<file path="src/shared/spis_pkg.sv">
// constants, register map and types of the semaphore spi slave
package spis_pkg;
	localparam int CNT_W = 14;
	localparam int PTR_W = 32;
	localparam int ADDR_W = 12;

	localparam logic [ADDR_W-1:0] OFS_TASK_ACQUIRE  = 12'h024;
	localparam logic [ADDR_W-1:0] OFS_TASK_RELEASE  = 12'h028;
	localparam logic [ADDR_W-1:0] OFS_EV_DONE       = 12'h104;
	localparam logic [ADDR_W-1:0] OFS_EV_RX_FULL    = 12'h110;
	localparam logic [ADDR_W-1:0] OFS_EV_ACQUIRED   = 12'h128;
	localparam logic [ADDR_W-1:0] OFS_SHORTCUT      = 12'h200;
	localparam logic [ADDR_W-1:0] OFS_SEM_STATE     = 12'h400;
	localparam logic [ADDR_W-1:0] OFS_STATUS        = 12'h440;
	localparam logic [ADDR_W-1:0] OFS_ENABLE        = 12'h500;
	localparam logic [ADDR_W-1:0] OFS_RX_POINTER    = 12'h534;
	localparam logic [ADDR_W-1:0] OFS_RX_LIMIT      = 12'h538;
	localparam logic [ADDR_W-1:0] OFS_RX_COUNT      = 12'h53c;
	localparam logic [ADDR_W-1:0] OFS_TX_POINTER    = 12'h544;
	localparam logic [ADDR_W-1:0] OFS_TX_LIMIT      = 12'h548;
	localparam logic [ADDR_W-1:0] OFS_TX_COUNT      = 12'h54c;
	localparam logic [ADDR_W-1:0] OFS_CONFIG        = 12'h554;
	localparam logic [ADDR_W-1:0] OFS_IGNORED_FILL  = 12'h55c;
	localparam logic [ADDR_W-1:0] OFS_TX_FLAG_A_FILL = 12'h5c0;

	localparam int STAT_TX_FLAG_A_BIT = 0;
	localparam int STAT_OVERFLOW_BIT = 1;
	localparam int CFG_LSB_FIRST_BIT = 0;
	localparam int CFG_PHASE_BIT     = 1;
	localparam int CFG_IDLE_BIT      = 2;

	// pin sync order: select, clock, data in; select idles high
	localparam int SYNC_SEL = 2;
	localparam int SYNC_CLK = 1;
	localparam int SYNC_DIN = 0;
	localparam logic [2:0] SYNC_RESET = 3'h4;

	typedef enum logic [1:0] {SEM_FREE, SEM_CPU, SEM_SLAVE} sem_e;
	typedef enum logic [1:0] {MODE_IDLE, MODE_IGNORED, MODE_GRANTED} mode_e;
endpackage : spis_pkg

</file>
<file path="src/verilog/pin_sync.sv">
// two-stage synchronisers and edge finders for the spi pins
`timescale 1ns/10ps
module pin_sync
	import spis_pkg::*;
(
	input  wire logic       ref_clk,
	input  wire logic       rst_n,
	input  wire logic [2:0] pinRaw,
	output logic      [2:0] pinLevel,
	output logic      [2:0] pinRise,
	output logic      [2:0] pinFall
);
	typedef struct packed {
		logic [2:0] first;
		logic [2:0] second;
		logic [2:0] third;
	} sync_s;

	sync_s s;
	sync_s next_s;

	always_comb begin
		next_s        = s;
		next_s.first  = pinRaw;
		next_s.second = s.first;
		next_s.third  = s.second;
	end

	always_ff @(posedge ref_clk) begin
		if (!rst_n) begin
			s <= {SYNC_RESET, SYNC_RESET, SYNC_RESET};
		end else begin
			s <= next_s;
		end
	end

	assign pinLevel = s.second;
	assign pinRise  = s.second & ~s.third;
	assign pinFall  = ~s.second & s.third;
endmodule : pin_sync

</file>
<file path="src/verilog/sem_arbiter.sv">
// buffer semaphore shared by the cpu and the spi slave
`timescale 1ns/10ps
module sem_arbiter
	import spis_pkg::*;
(
	input  wire logic ref_clk,
	input  wire logic rst_n,
	input  wire logic enable,
	input  wire logic shortcut,
	input  wire logic acquireTask,
	input  wire logic releaseTask,
	input  wire logic slaveReq,
	input  wire logic slaveDone,
	output logic      slaveGrant,
	output logic      acquiredEvt,
	output sem_e      owner
);
	typedef struct packed {
		sem_e owner;
		logic pending;
		logic acqEvt;
	} sem_s;

	sem_s s;
	sem_s next_s;

	// cpu wins a same-cycle race
	assign slaveGrant = slaveReq && s.owner == SEM_FREE && !acquireTask;

	always_comb begin
		next_s        = s;
		next_s.acqEvt = 1'b0;
		if (!enable) begin
			next_s.owner   = SEM_CPU;
			next_s.pending = 1'b0;
		end else begin
			if (slaveGrant) begin
				next_s.owner = SEM_SLAVE;
			end
			if (acquireTask) begin
				case (s.owner)
					SEM_CPU: next_s.acqEvt = 1'b1;
					SEM_FREE: begin
						next_s.owner  = SEM_CPU;
						next_s.acqEvt = 1'b1;
					end
					SEM_SLAVE: next_s.pending = 1'b1;
					default: next_s.pending = s.pending;
				endcase
			end
			if (releaseTask && s.owner == SEM_CPU) begin
				next_s.owner = SEM_FREE;
			end
			if (slaveDone && s.owner == SEM_SLAVE) begin
				// one handover, however many requests
				if (s.pending || acquireTask || shortcut) begin
					next_s.owner  = SEM_CPU;
					next_s.acqEvt = 1'b1;
				end else begin
					next_s.owner = SEM_FREE;
				end
				next_s.pending = 1'b0;
			end
		end
	end

	always_ff @(posedge ref_clk) begin
		if (!rst_n) begin
			s <= '{owner: SEM_CPU, pending: 1'b0, acqEvt: 1'b0};
		end else begin
			s <= next_s;
		end
	end

	assign acquiredEvt = s.acqEvt;
	assign owner       = s.owner;

	a_cpu_wins: assert property (@(posedge ref_clk) disable iff (!rst_n)
		enable && slaveReq && acquireTask && s.owner == SEM_FREE
		|=> s.owner == SEM_CPU) else $error("race not won by cpu");
	a_cpu_keeps: assert property (@(posedge ref_clk) disable iff (!rst_n)
		enable && s.owner == SEM_CPU && !releaseTask
		|=> s.owner == SEM_CPU) else $error("cpu lost semaphore");
	a_release_noop: assert property (@(posedge ref_clk) disable iff (!rst_n)
		enable && releaseTask && s.owner == SEM_SLAVE && !slaveDone
		|=> s.owner == SEM_SLAVE && !s.acqEvt)
		else $error("stray release acted");
	a_acq_now: assert property (@(posedge ref_clk) disable iff (!rst_n)
		enable && acquireTask && s.owner == SEM_CPU |=> s.acqEvt)
		else $error("no immediate acquired event");
	a_init_cpu: assert property (@(posedge ref_clk) disable iff (!rst_n)
		!enable ##1 enable |-> s.owner == SEM_CPU && !s.acqEvt)
		else $error("bad initial owner");
	a_pend_grant: assert property (@(posedge ref_clk) disable iff (!rst_n)
		enable && s.owner == SEM_SLAVE && s.pending && slaveDone
		|=> s.owner == SEM_CPU && s.acqEvt)
		else $error("held request not served");
	a_one_handover: assert property (@(posedge ref_clk) disable iff (!rst_n)
		enable && s.owner == SEM_SLAVE && slaveDone && shortcut && s.pending
		##1 !acquireTask |=> !s.acqEvt)
		else $error("request served twice");
endmodule : sem_arbiter

</file>
<file path="src/verilog/spi_slave_dma.sv">
// spi slave with semaphore-guarded buffer access
//
// How it works
// - idle level and sample phase bits select any of spi modes 0 to 3
// - a reader fetches transmit bytes, a writer stores receive bytes
// - select falling tries the semaphore; failure makes the frame ignored
// - ignored frames drop input and send the ignored fill byte
// - an ignored frame stays ignored until select rises
// - a same-cycle race for the semaphore goes to the cpu
// - granted frames store input and send transmit buffer bytes
// - granted frame end frees the semaphore and raises the done event
// - an acquire task hands the semaphore to the cpu with an event
// - only a release task from the cpu frees a cpu-held semaphore
// - release without cpu ownership does nothing
// - pointers and memory stay writable whoever holds the semaphore
// - on enable the cpu holds the semaphore, no event
// - acquire while the cpu holds it raises the event at once
// - unchanged pointers are reused for every granted frame
// - shortcut hands the semaphore to the cpu at frame end
// - acquire during a slave-held frame is served at frame end
// - shortcut plus held request gives a single handover
// - bytes past the receive limit set overflow and are dropped
// - bytes past the transmit limit set over-read and send its fill byte
// - byte counts update at granted frame end, fill bytes excluded
// - the receive full event rises when the last buffer byte is stored
// - data out is not driven while select is high
`timescale 1ns/10ps
module spi_slave_dma
	import spis_pkg::*;
(
	input  wire logic              ref_clk,
	input  wire logic              rst_n,
	input  wire logic [ADDR_W-1:0] regAddr,
	input  wire logic [31:0]       regWrData,
	input  wire logic              regWr,
	input  wire logic              regRd,
	output logic      [31:0]       regRdData,
	input  wire logic              selectLineN,
	input  wire logic              spiClk,
	input  wire logic              spiMosi,
	output logic                   spiMiso,
	output logic                   spiMisoEn,
	output logic      [PTR_W-1:0]  memAddr,
	output logic      [7:0]        memWrData,
	output logic                   memWr,
	output logic                   memRd,
	input  wire logic [7:0]        memRdData
);
	typedef struct packed {
		mode_e            mode;
		logic [2:0]       bitCnt;
		logic [7:0]       rxShift;
		logic [7:0]       txCur;
		logic [7:0]       txNext;
		logic             haveCur;
		logic             fetchPend;
		logic             rdWait;
		logic [CNT_W-1:0] fetchIdx;
		logic [CNT_W-1:0] bytesDone;
		logic             misoBit;
		logic             misoEn;
		logic [PTR_W-1:0] memAddr;
		logic [7:0]       memWrData;
		logic             memWr;
		logic             memRd;
		logic [31:0]      rdData;
		logic             enable;
		logic             shortEn;
		logic             lsbFirst;
		logic             clockSamplePhase;
		logic             clockIdleLevel;
		logic             evDone;
		logic             rxBufferFullEvent;
		logic             evAcquired;
		logic             txFlagA;
		logic             overflow;
		logic [PTR_W-1:0] rxBufferPointer;
		logic [PTR_W-1:0] txBufferPointer;
		logic [CNT_W-1:0] rxByteLimit;
		logic [CNT_W-1:0] txByteLimit;
		logic [CNT_W-1:0] rxByteCount;
		logic [CNT_W-1:0] txByteCount;
		logic [7:0]       ignoredFillByte;
		logic [7:0]       overreadFillByte;
	} slave_s;

	slave_s s;
	slave_s next_s;

	logic [2:0] pinLevel;
	logic [2:0] pinRise;
	logic [2:0] pinFall;
	logic       slaveReq;
	logic       slaveDone;
	logic       slaveGrant;
	logic       acquiredEvt;
	sem_e       owner;
	logic       acquireTask;
	logic       releaseTask;
	logic       leadEdge;
	logic       trailEdge;
	logic       sampleEdge;
	logic       shiftEdge;
	logic       selFall;
	logic       selRise;

	function automatic logic pickBit(input logic [7:0] b,
		input logic [2:0] idx, input logic lsb);
		pickBit = lsb ? b[idx] : b[3'h7 - idx];
	endfunction : pickBit

	function automatic logic [7:0] shiftIn(input logic [7:0] sh,
		input logic din, input logic lsb);
		shiftIn = lsb ? {din, sh[7:1]} : {sh[6:0], din};
	endfunction : shiftIn

	function automatic logic [CNT_W-1:0] minCnt(input logic [CNT_W-1:0] a,
		input logic [CNT_W-1:0] b);
		minCnt = (a < b) ? a : b;
	endfunction : minCnt

	function automatic logic [PTR_W-1:0] bufAddr(input logic [PTR_W-1:0] p,
		input logic [CNT_W-1:0] i);
		bufAddr = p + {{(PTR_W-CNT_W){1'b0}}, i};
	endfunction : bufAddr

	pin_sync u_sync (
		.ref_clk  (ref_clk),
		.rst_n    (rst_n),
		.pinRaw   ({selectLineN, spiClk, spiMosi}),
		.pinLevel (pinLevel),
		.pinRise  (pinRise),
		.pinFall  (pinFall)
	);

	sem_arbiter u_sem (
		.ref_clk     (ref_clk),
		.rst_n       (rst_n),
		.enable      (s.enable),
		.shortcut    (s.shortEn),
		.acquireTask (acquireTask),
		.releaseTask (releaseTask),
		.slaveReq    (slaveReq),
		.slaveDone   (slaveDone),
		.slaveGrant  (slaveGrant),
		.acquiredEvt (acquiredEvt),
		.owner       (owner)
	);

	assign acquireTask = regWr && regAddr == OFS_TASK_ACQUIRE && regWrData[0];
	assign releaseTask = regWr && regAddr == OFS_TASK_RELEASE && regWrData[0];
	assign selFall     = pinFall[SYNC_SEL];
	assign selRise     = pinRise[SYNC_SEL];
	// leading edge leaves the idle level
	assign leadEdge    = s.clockIdleLevel ? pinFall[SYNC_CLK] : pinRise[SYNC_CLK];
	assign trailEdge   = s.clockIdleLevel ? pinRise[SYNC_CLK] : pinFall[SYNC_CLK];
	assign sampleEdge  = s.clockSamplePhase ? trailEdge : leadEdge;
	assign shiftEdge   = s.clockSamplePhase ? leadEdge : trailEdge;

	always_comb begin
		logic [7:0]  rxByte;
		logic [7:0]  fillVal;
		logic        deliver;
		logic        wroteNow;
		logic [31:0] rv;
		rxByte    = 8'h00;
		fillVal   = 8'h00;
		deliver   = 1'b0;
		wroteNow  = 1'b0;
		rv        = 32'h0;
		slaveReq  = 1'b0;
		slaveDone = 1'b0;
		next_s        = s;
		next_s.memWr  = 1'b0;
		next_s.memRd  = 1'b0;
		next_s.rdWait = s.memRd;
		next_s.misoEn = !pinLevel[SYNC_SEL] && s.enable;

		// registers stay writable in any semaphore state
		if (regWr) begin
			case (regAddr)
				OFS_EV_DONE:       next_s.evDone = regWrData[0];
				OFS_EV_RX_FULL:    next_s.rxBufferFullEvent = regWrData[0];
				OFS_EV_ACQUIRED:   next_s.evAcquired = regWrData[0];
				OFS_SHORTCUT:      next_s.shortEn = regWrData[0];
				OFS_ENABLE:        next_s.enable = regWrData[0];
				OFS_RX_POINTER:    next_s.rxBufferPointer = regWrData;
				OFS_RX_LIMIT:      next_s.rxByteLimit = regWrData[CNT_W-1:0];
				OFS_TX_POINTER:    next_s.txBufferPointer = regWrData;
				OFS_TX_LIMIT:      next_s.txByteLimit = regWrData[CNT_W-1:0];
				OFS_IGNORED_FILL:  next_s.ignoredFillByte = regWrData[7:0];
				OFS_TX_FLAG_A_FILL: next_s.overreadFillByte = regWrData[7:0];
				OFS_CONFIG: begin
					next_s.lsbFirst = regWrData[CFG_LSB_FIRST_BIT];
					next_s.clockSamplePhase = regWrData[CFG_PHASE_BIT];
					next_s.clockIdleLevel = regWrData[CFG_IDLE_BIT];
				end
				OFS_STATUS: begin
					// write one to clear
					if (regWrData[STAT_TX_FLAG_A_BIT]) next_s.txFlagA = 1'b0;
					if (regWrData[STAT_OVERFLOW_BIT]) next_s.overflow = 1'b0;
				end
				default: rv = 32'h0;
			endcase
		end
		if (acquiredEvt) begin
			next_s.evAcquired = 1'b1;
		end

		case (s.mode)
			MODE_IDLE: begin
				if (selFall && s.enable) begin
					slaveReq = 1'b1;
					next_s.bitCnt = 3'h0;
					next_s.bytesDone = '0;
					next_s.fetchIdx = '0;
					next_s.haveCur = 1'b0;
					next_s.rxShift = 8'h00;
					if (slaveGrant) begin
						next_s.mode = MODE_GRANTED;
						next_s.fetchPend = 1'b1;
					end else begin
						next_s.mode = MODE_IGNORED;
						next_s.txCur = s.ignoredFillByte;
						next_s.haveCur = 1'b1;
						if (!s.clockSamplePhase) begin
							next_s.misoBit = pickBit(s.ignoredFillByte, 3'h0,
								s.lsbFirst);
						end
					end
				end
			end
			MODE_IGNORED: begin
				if (shiftEdge) begin
					next_s.misoBit = pickBit(s.txCur, s.bitCnt, s.lsbFirst);
				end
				if (sampleEdge) begin
					next_s.bitCnt = s.bitCnt + 3'h1;
				end
				if (selRise) begin
					next_s.mode = MODE_IDLE;
				end
			end
			MODE_GRANTED: begin
				if (sampleEdge) begin
					rxByte = shiftIn(s.rxShift, pinLevel[SYNC_DIN], s.lsbFirst);
					next_s.rxShift = rxByte;
					next_s.bitCnt = s.bitCnt + 3'h1;
					if (s.bitCnt == 3'h7) begin
						next_s.bytesDone = s.bytesDone + 14'h1;
						next_s.txCur = s.txNext;
						next_s.fetchPend = 1'b1;
						if (s.bytesDone < s.rxByteLimit) begin
							next_s.memWr = 1'b1;
							next_s.memAddr = bufAddr(s.rxBufferPointer,
								s.bytesDone);
							next_s.memWrData = rxByte;
							wroteNow = 1'b1;
							if (s.bytesDone + 14'h1 == s.rxByteLimit) begin
								next_s.rxBufferFullEvent = 1'b1;
							end
						end
					end
				end
				if (shiftEdge) begin
					next_s.misoBit = pickBit(s.txCur, s.bitCnt, s.lsbFirst);
				end
				if (s.rdWait) begin
					deliver = 1'b1;
					fillVal = memRdData;
				end else if (s.fetchPend && !wroteNow) begin
					next_s.fetchPend = 1'b0;
					if (s.fetchIdx < s.txByteLimit) begin
						next_s.memRd = 1'b1;
						next_s.memAddr = bufAddr(s.txBufferPointer, s.fetchIdx);
						next_s.fetchIdx = s.fetchIdx + 14'h1;
					end else begin
						deliver = 1'b1;
						fillVal = s.overreadFillByte;
					end
				end
				if (deliver) begin
					if (!s.haveCur) begin
						next_s.txCur = fillVal;
						next_s.haveCur = 1'b1;
						next_s.fetchPend = 1'b1;
						if (!s.clockSamplePhase) begin
							next_s.misoBit = pickBit(fillVal, 3'h0, s.lsbFirst);
						end
					end else begin
						next_s.txNext = fillVal;
					end
				end
				if (selRise) begin
					next_s.mode = MODE_IDLE;
					slaveDone = 1'b1;
					next_s.evDone = 1'b1;
					next_s.fetchPend = 1'b0;
					next_s.rxByteCount = minCnt(s.bytesDone, s.rxByteLimit);
					next_s.txByteCount = minCnt(s.bytesDone, s.txByteLimit);
					if (s.bytesDone > s.rxByteLimit) begin
						next_s.overflow = 1'b1;
					end
					if (s.bytesDone > s.txByteLimit) begin
						next_s.txFlagA = 1'b1;
					end
				end
			end
			default: next_s.mode = MODE_IDLE;
		endcase
		if (!s.enable) begin
			next_s.mode = MODE_IDLE;
		end

		case (regAddr)
			OFS_EV_DONE:       rv = {31'h0, s.evDone};
			OFS_EV_RX_FULL:    rv = {31'h0, s.rxBufferFullEvent};
			OFS_EV_ACQUIRED:   rv = {31'h0, s.evAcquired};
			OFS_SHORTCUT:      rv = {31'h0, s.shortEn};
			OFS_SEM_STATE:     rv = {30'h0, owner};
			OFS_STATUS:        rv = {30'h0, s.overflow, s.txFlagA};
			OFS_ENABLE:        rv = {31'h0, s.enable};
			OFS_RX_POINTER:    rv = s.rxBufferPointer;
			OFS_RX_LIMIT:      rv = {18'h0, s.rxByteLimit};
			OFS_RX_COUNT:      rv = {18'h0, s.rxByteCount};
			OFS_TX_POINTER:    rv = s.txBufferPointer;
			OFS_TX_LIMIT:      rv = {18'h0, s.txByteLimit};
			OFS_TX_COUNT:      rv = {18'h0, s.txByteCount};
			OFS_CONFIG:        rv = {29'h0, s.clockIdleLevel, s.clockSamplePhase,
				s.lsbFirst};
			OFS_IGNORED_FILL:  rv = {24'h0, s.ignoredFillByte};
			OFS_TX_FLAG_A_FILL: rv = {24'h0, s.overreadFillByte};
			default:           rv = 32'h0;
		endcase
		next_s.rdData = regRd ? rv : 32'h0;
	end

	always_ff @(posedge ref_clk) begin
		if (!rst_n) begin
			s <= '0;
		end else begin
			s <= next_s;
		end
	end

	assign regRdData = s.rdData;
	assign spiMiso   = s.misoBit;
	assign spiMisoEn = s.misoEn;
	assign memAddr   = s.memAddr;
	assign memWrData = s.memWrData;
	assign memWr     = s.memWr;
	assign memRd     = s.memRd;

	a_miso_hiz: assert property (@(posedge ref_clk) disable iff (!rst_n)
		pinLevel[SYNC_SEL] |=> !spiMisoEn) else $error("miso driven");
	a_ignored_quiet: assert property (@(posedge ref_clk) disable iff (!rst_n)
		s.mode == MODE_IGNORED |=> !memWr && !memRd)
		else $error("memory touched in ignored frame");
	a_stay_ignored: assert property (@(posedge ref_clk) disable iff (!rst_n)
		s.mode == MODE_IGNORED && !selRise && s.enable
		|=> s.mode == MODE_IGNORED) else $error("ignored frame left");
	a_done_event: assert property (@(posedge ref_clk) disable iff (!rst_n)
		s.mode == MODE_GRANTED && selRise && s.enable
		|=> s.evDone && s.mode == MODE_IDLE) else $error("no done event");
	a_rx_limit: assert property (@(posedge ref_clk) disable iff (!rst_n)
		s.mode == MODE_GRANTED && sampleEdge && s.bitCnt == 3'h7
		&& s.bytesDone >= s.rxByteLimit |=> !memWr)
		else $error("write past receive limit");
	a_counts: assert property (@(posedge ref_clk) disable iff (!rst_n)
		s.mode == MODE_GRANTED && selRise && s.enable
		|=> s.txByteCount == minCnt($past(s.bytesDone), s.txByteLimit))
		else $error("bad transmit count");
	a_busy_lock: assert property (@(posedge ref_clk) disable iff (!rst_n)
		s.mode == MODE_GRANTED |-> owner == SEM_SLAVE)
		else $error("granted frame without semaphore");

	c_granted: cover property (@(posedge ref_clk) disable iff (!rst_n)
		s.mode == MODE_GRANTED ##[1:400] s.evDone);
	c_ignored: cover property (@(posedge ref_clk) disable iff (!rst_n)
		s.mode == MODE_IGNORED ##[1:400] s.mode == MODE_IDLE);
	c_overflow: cover property (@(posedge ref_clk) disable iff (!rst_n)
		$rose(s.overflow));
	c_tx_flag_a: cover property (@(posedge ref_clk) disable iff (!rst_n)
		$rose(s.txFlagA));
endmodule : spi_slave_dma

</file>
<file path="config.mk">
export PLATFORM = sky130hd
export DESIGN_NAME = spi_slave_dma
export DESIGN_NICKNAME = d
export VERILOG_FILES = /design/src/shared/spis_pkg.sv /design/src/verilog/pin_sync.sv /design/src/verilog/sem_arbiter.sv /design/src/verilog/spi_slave_dma.sv
export SDC_FILE = /design/constraint.sdc
export NUM_CORES = 1
export LEC_CHECK = 0
export BUFFER_PORTS_ARGS = -buffer_cell sky130_fd_sc_hd__buf_2
export CAP_MARGIN = 20
export CORE_MARGIN = 5
export CORE_UTILIZATION = 45
export DETAILED_ROUTE_END_ITERATION = 16
export SLEW_MARGIN = 20
export SYNTH_ARGS = -nofsm -noshare
export SYNTH_HDL_FRONTEND = slang
export SYNTH_SLANG_ARGS = --single-unit
</file>
<file path="constraint.sdc">
create_clock -name ref_clk -period 4.02 [get_ports ref_clk]
set_clock_uncertainty 0.15 [all_clocks]
set_input_delay 0.804 -clock ref_clk [delete_from_list [all_inputs] [get_ports ref_clk]]
set_output_delay 0.804 -clock ref_clk [all_outputs]
set_load 0.05 [all_outputs]
</file>
==> results.cfg <==
[outcome]
run_status = finished, final reports clean

[setup_path]
worst_path_max_delay_cell = sky130_fd_sc_hd__nor4_1
crit_path_cell_trace = inv_1, ha_1, nand2_1, nor4_1, o31ai_2, and2_0, buf_4, or4_1, a21o_1, a32o_1
critical-path-max-stage-delay_ns = 0.57
timing.critical_path.arrival_ns = 3.78
worst_setup_path_end_kind = flip-flop
worst_setup_path_start_kind = flip-flop
crit_path_max_fanout = 13
worstPathRequired_ns = 4.31
worstSetupPathType = flip-flop to flip-flop

[sta]
finalSetupViolCount = 0
maxSlewHeadroom = 0.4231
setup_slack_ns = 0.5330
fin_crit_ns = 3.487
fmax_mhz = 286.8
layout_worst_path_cycle_share = 0.8674
rsz_0062_raised_after_global_routing = no
finalSetupTns_ns = 0
tightest_slew_ns = 0.8622
maxSlewViolCount = 0
hold_violations = 0

[clock_tree]
worst_setup_hold_path_clk_slew_ns = 0.06
ctsLongestPathBuffers = 3
cts_root_buffer = sky130_fd_sc_hd__clkbuf_16
postcts_setup_bufs = 0
cts_resized = 0
clkSinkCount = 294
worst_skew_late_latency_ns = 0.55
htreeDepth = 2
ctsHoldBuffers = 0
cts_made_buffers = 35
tritoncts_clock_tree = done

[global_routing]
globalRouteTotalUtil = 0.2676
use_met2 = 0.4206
antenna_found_initial = 1
grt_overflow_total = 0
first_global_vias = 15230
met3_usage = 0.04738
wire_length_of_the_first_global_routing_pass_um = 88240
grt_util_met1 = 0.3705
gr-max-usage-layer = met2
largest_net_degree_at_the_start_of_global_routing = 113

[route]
post_detailed_route_count_of_antenna_violating_nets = 0
detailroute.via_count = 15990
wl_um = 57480
routedWlPerCell_um = 21.96
dr.first_iter.drc_count = 1485
drcViolationCount = 0
detail_route.vias_per_cell = 6.112
drtPass1Iterations = 6

[run]
drv.max_cap_violation_count = 0

[synth]
syn_avg_cell_area_um2 = 8.084
ys_dominant_reg_cell = sky130_fd_sc_hd__dfxtp_1
yosys.area.top_type = sky130_fd_sc_hd__dfxtp_1
synth_cell_types = 82
syn_area_um2 = 16800
count_of_flip_flops_with_a_built_in_enable_after_synthesis = 0
synthDominantCellAreaShare = 0.3504
syn_inst = 2078
post_synth_main_area_contributors = sky130_fd_sc_hd__dfxtp_1, sky130_fd_sc_hd__a21oi_1, sky130_fd_sc_hd__nand2_1
async_flop_share = 0
postSynthRegisterBits = 294
synth.net_count = 2216
seq_area_frac_synth = 0.3504
ys.warnings.count = 0

[place]
detailedPlacementHpwl_um = 42200
preCtsSetupSlack_ns = 0.6150
port_buffers = 134
routabilityCongestion = 0.9626

[pwr]
total_leakage_power_nw = 7.251
worst_supply_voltage_drop_on_vdd_mv = 0.2159
power.density_cell_area_nw_per_um2 = 347.9
report.power.total_mw = 6.559

[die]
floorplan.core_area_um2 = 36700
die-area_um2 = 41290
chipHeight_um = 203.2
start_util = 0.4578
core.rowCount = 70
num_io_pins = 135
die_width_um = 203.2

[final_layout]
fraction_of_final_layout_cells_with_drive_strength_greater_than_1 = 0.1522
area_growth_syn_to_layout_pct = 12.25
nets = 2260
antennaDiodeCount = 0
most-common-layout-cells = sky130_fd_sc_hd__dfxtp_1, sky130_fd_sc_hd__nand2_1, sky130_fd_sc_hd__a21oi_1
mostFrequentLayoutCell = sky130_fd_sc_hd__dfxtp_1

[min_path]
hold_path_class = flip-flop to flip-flop
cell usage after synthesis (all sizes together) (11+ instances only):
cell type  instances
a211oi            26
clkbuf            98
a311oi            15
dfxtp            294
nor2             148
xor2              28
ha                77
mux2i             63
o21ai             87
a21o              21
xnor2             41
o211ai            11
a21oi            217
inv               47
nor4              13
a22oi             65
and2              28
a221oi            16
nand2            285
a31oi             25
nand3             93
and3              16
nor3              42
nand2b            20
buf               98
mux2              21
nand4             30
stage by stage:
| step | area [um^2] | cells | hold slack [ns] | util |
|---|---|---|---|---|
| finish | 18860 | 2617 | 0.2745 | 0.5138 |
| global route | 18860 | 2617 | 0.2799 | 0.5138 |
| CTS | 18860 | 2617 | 0.2756 | 0.5138 |
| detailed placement | 17600 | 2553 | 0.2552 | 0.4796 |
| global placement | 17600 | 2553 | 0.2503 | 0.4796 |
| floorplan | 16800 | 2078 | 0.2363 | - |
layer usage:
layer  vias up  share of wire
met5         -        0.00023
met4         2          0.034
met3       128          0.080
met2       714           0.45
met1      7615           0.44
li1       7535              -
path summary, 6_finish.rpt:
path | endpoint | start | depth (start not counted) | slack [ns]
max reg2reg | s[261] | s[69] | 10 | 0.53
min | u_sync.pinLevel[2] | u_sync.next_s[5] | 1 | 0.27
min reg2reg | u_sync.pinLevel[2] | u_sync.next_s[5] | 1 | 0.27
max | s[261] | s[69] | 10 | 0.53
logic make-up (layout without fill, tap and decap cells):
kind of cell,Yosys count,after routing,synth area share
mux,88,88,0.05698
xor+xnor,69,69,0.03597
compound gates,569,569,0.2198
fa+ha+maj,79,79,0.05973
flops,294,294,0.3504
simple gates,736,736,0.2049
buf+inv,243,314,0.07225
cell type report:
class,instances,area [um^2]
multi-input cells,1541,9746
repair buffers,203,1201
fillers,3584,17840
well taps,468,585.6
inverters,47,181.4
flip-flops and latches,294,5886
clock buffers,50,1033
clock inverters,14,224.0
state kept, by name, summed over array words and instances (netlist names):
| signal | flops |
|---|---|
| s | 206 |
| memAddr | 32 |
| regRdData | 32 |
| memWrData | 8 |
| u_sync.next_s | 3 |
| u_sync.pinLevel | 3 |
| u_sem.owner | 2 |
| u_sync.s | 2 |
| memRd | 1 |
| memWr | 1 |
| spiMiso | 1 |
| spiMisoEn | 1 |
| u_sem.acquiredEvt | 1 |
| u_sem.s | 1 |
power by group:
part,switching (mW),internal (mW)
registers,0.00235,2.92
logic,0.113,0.0408
clock network,1.36,2.13
critical path: cells and delay by family, from the launching register on:
family | cells | cell delay [ns]
flops | 1 | 0.45
fa+ha+maj | 1 | 0.30
simple gates | 4 | 1.47
buf+inv | 2 | 0.32
compound gates | 3 | 0.69
No activity file was read; power rests on OpenSTA's default activity.
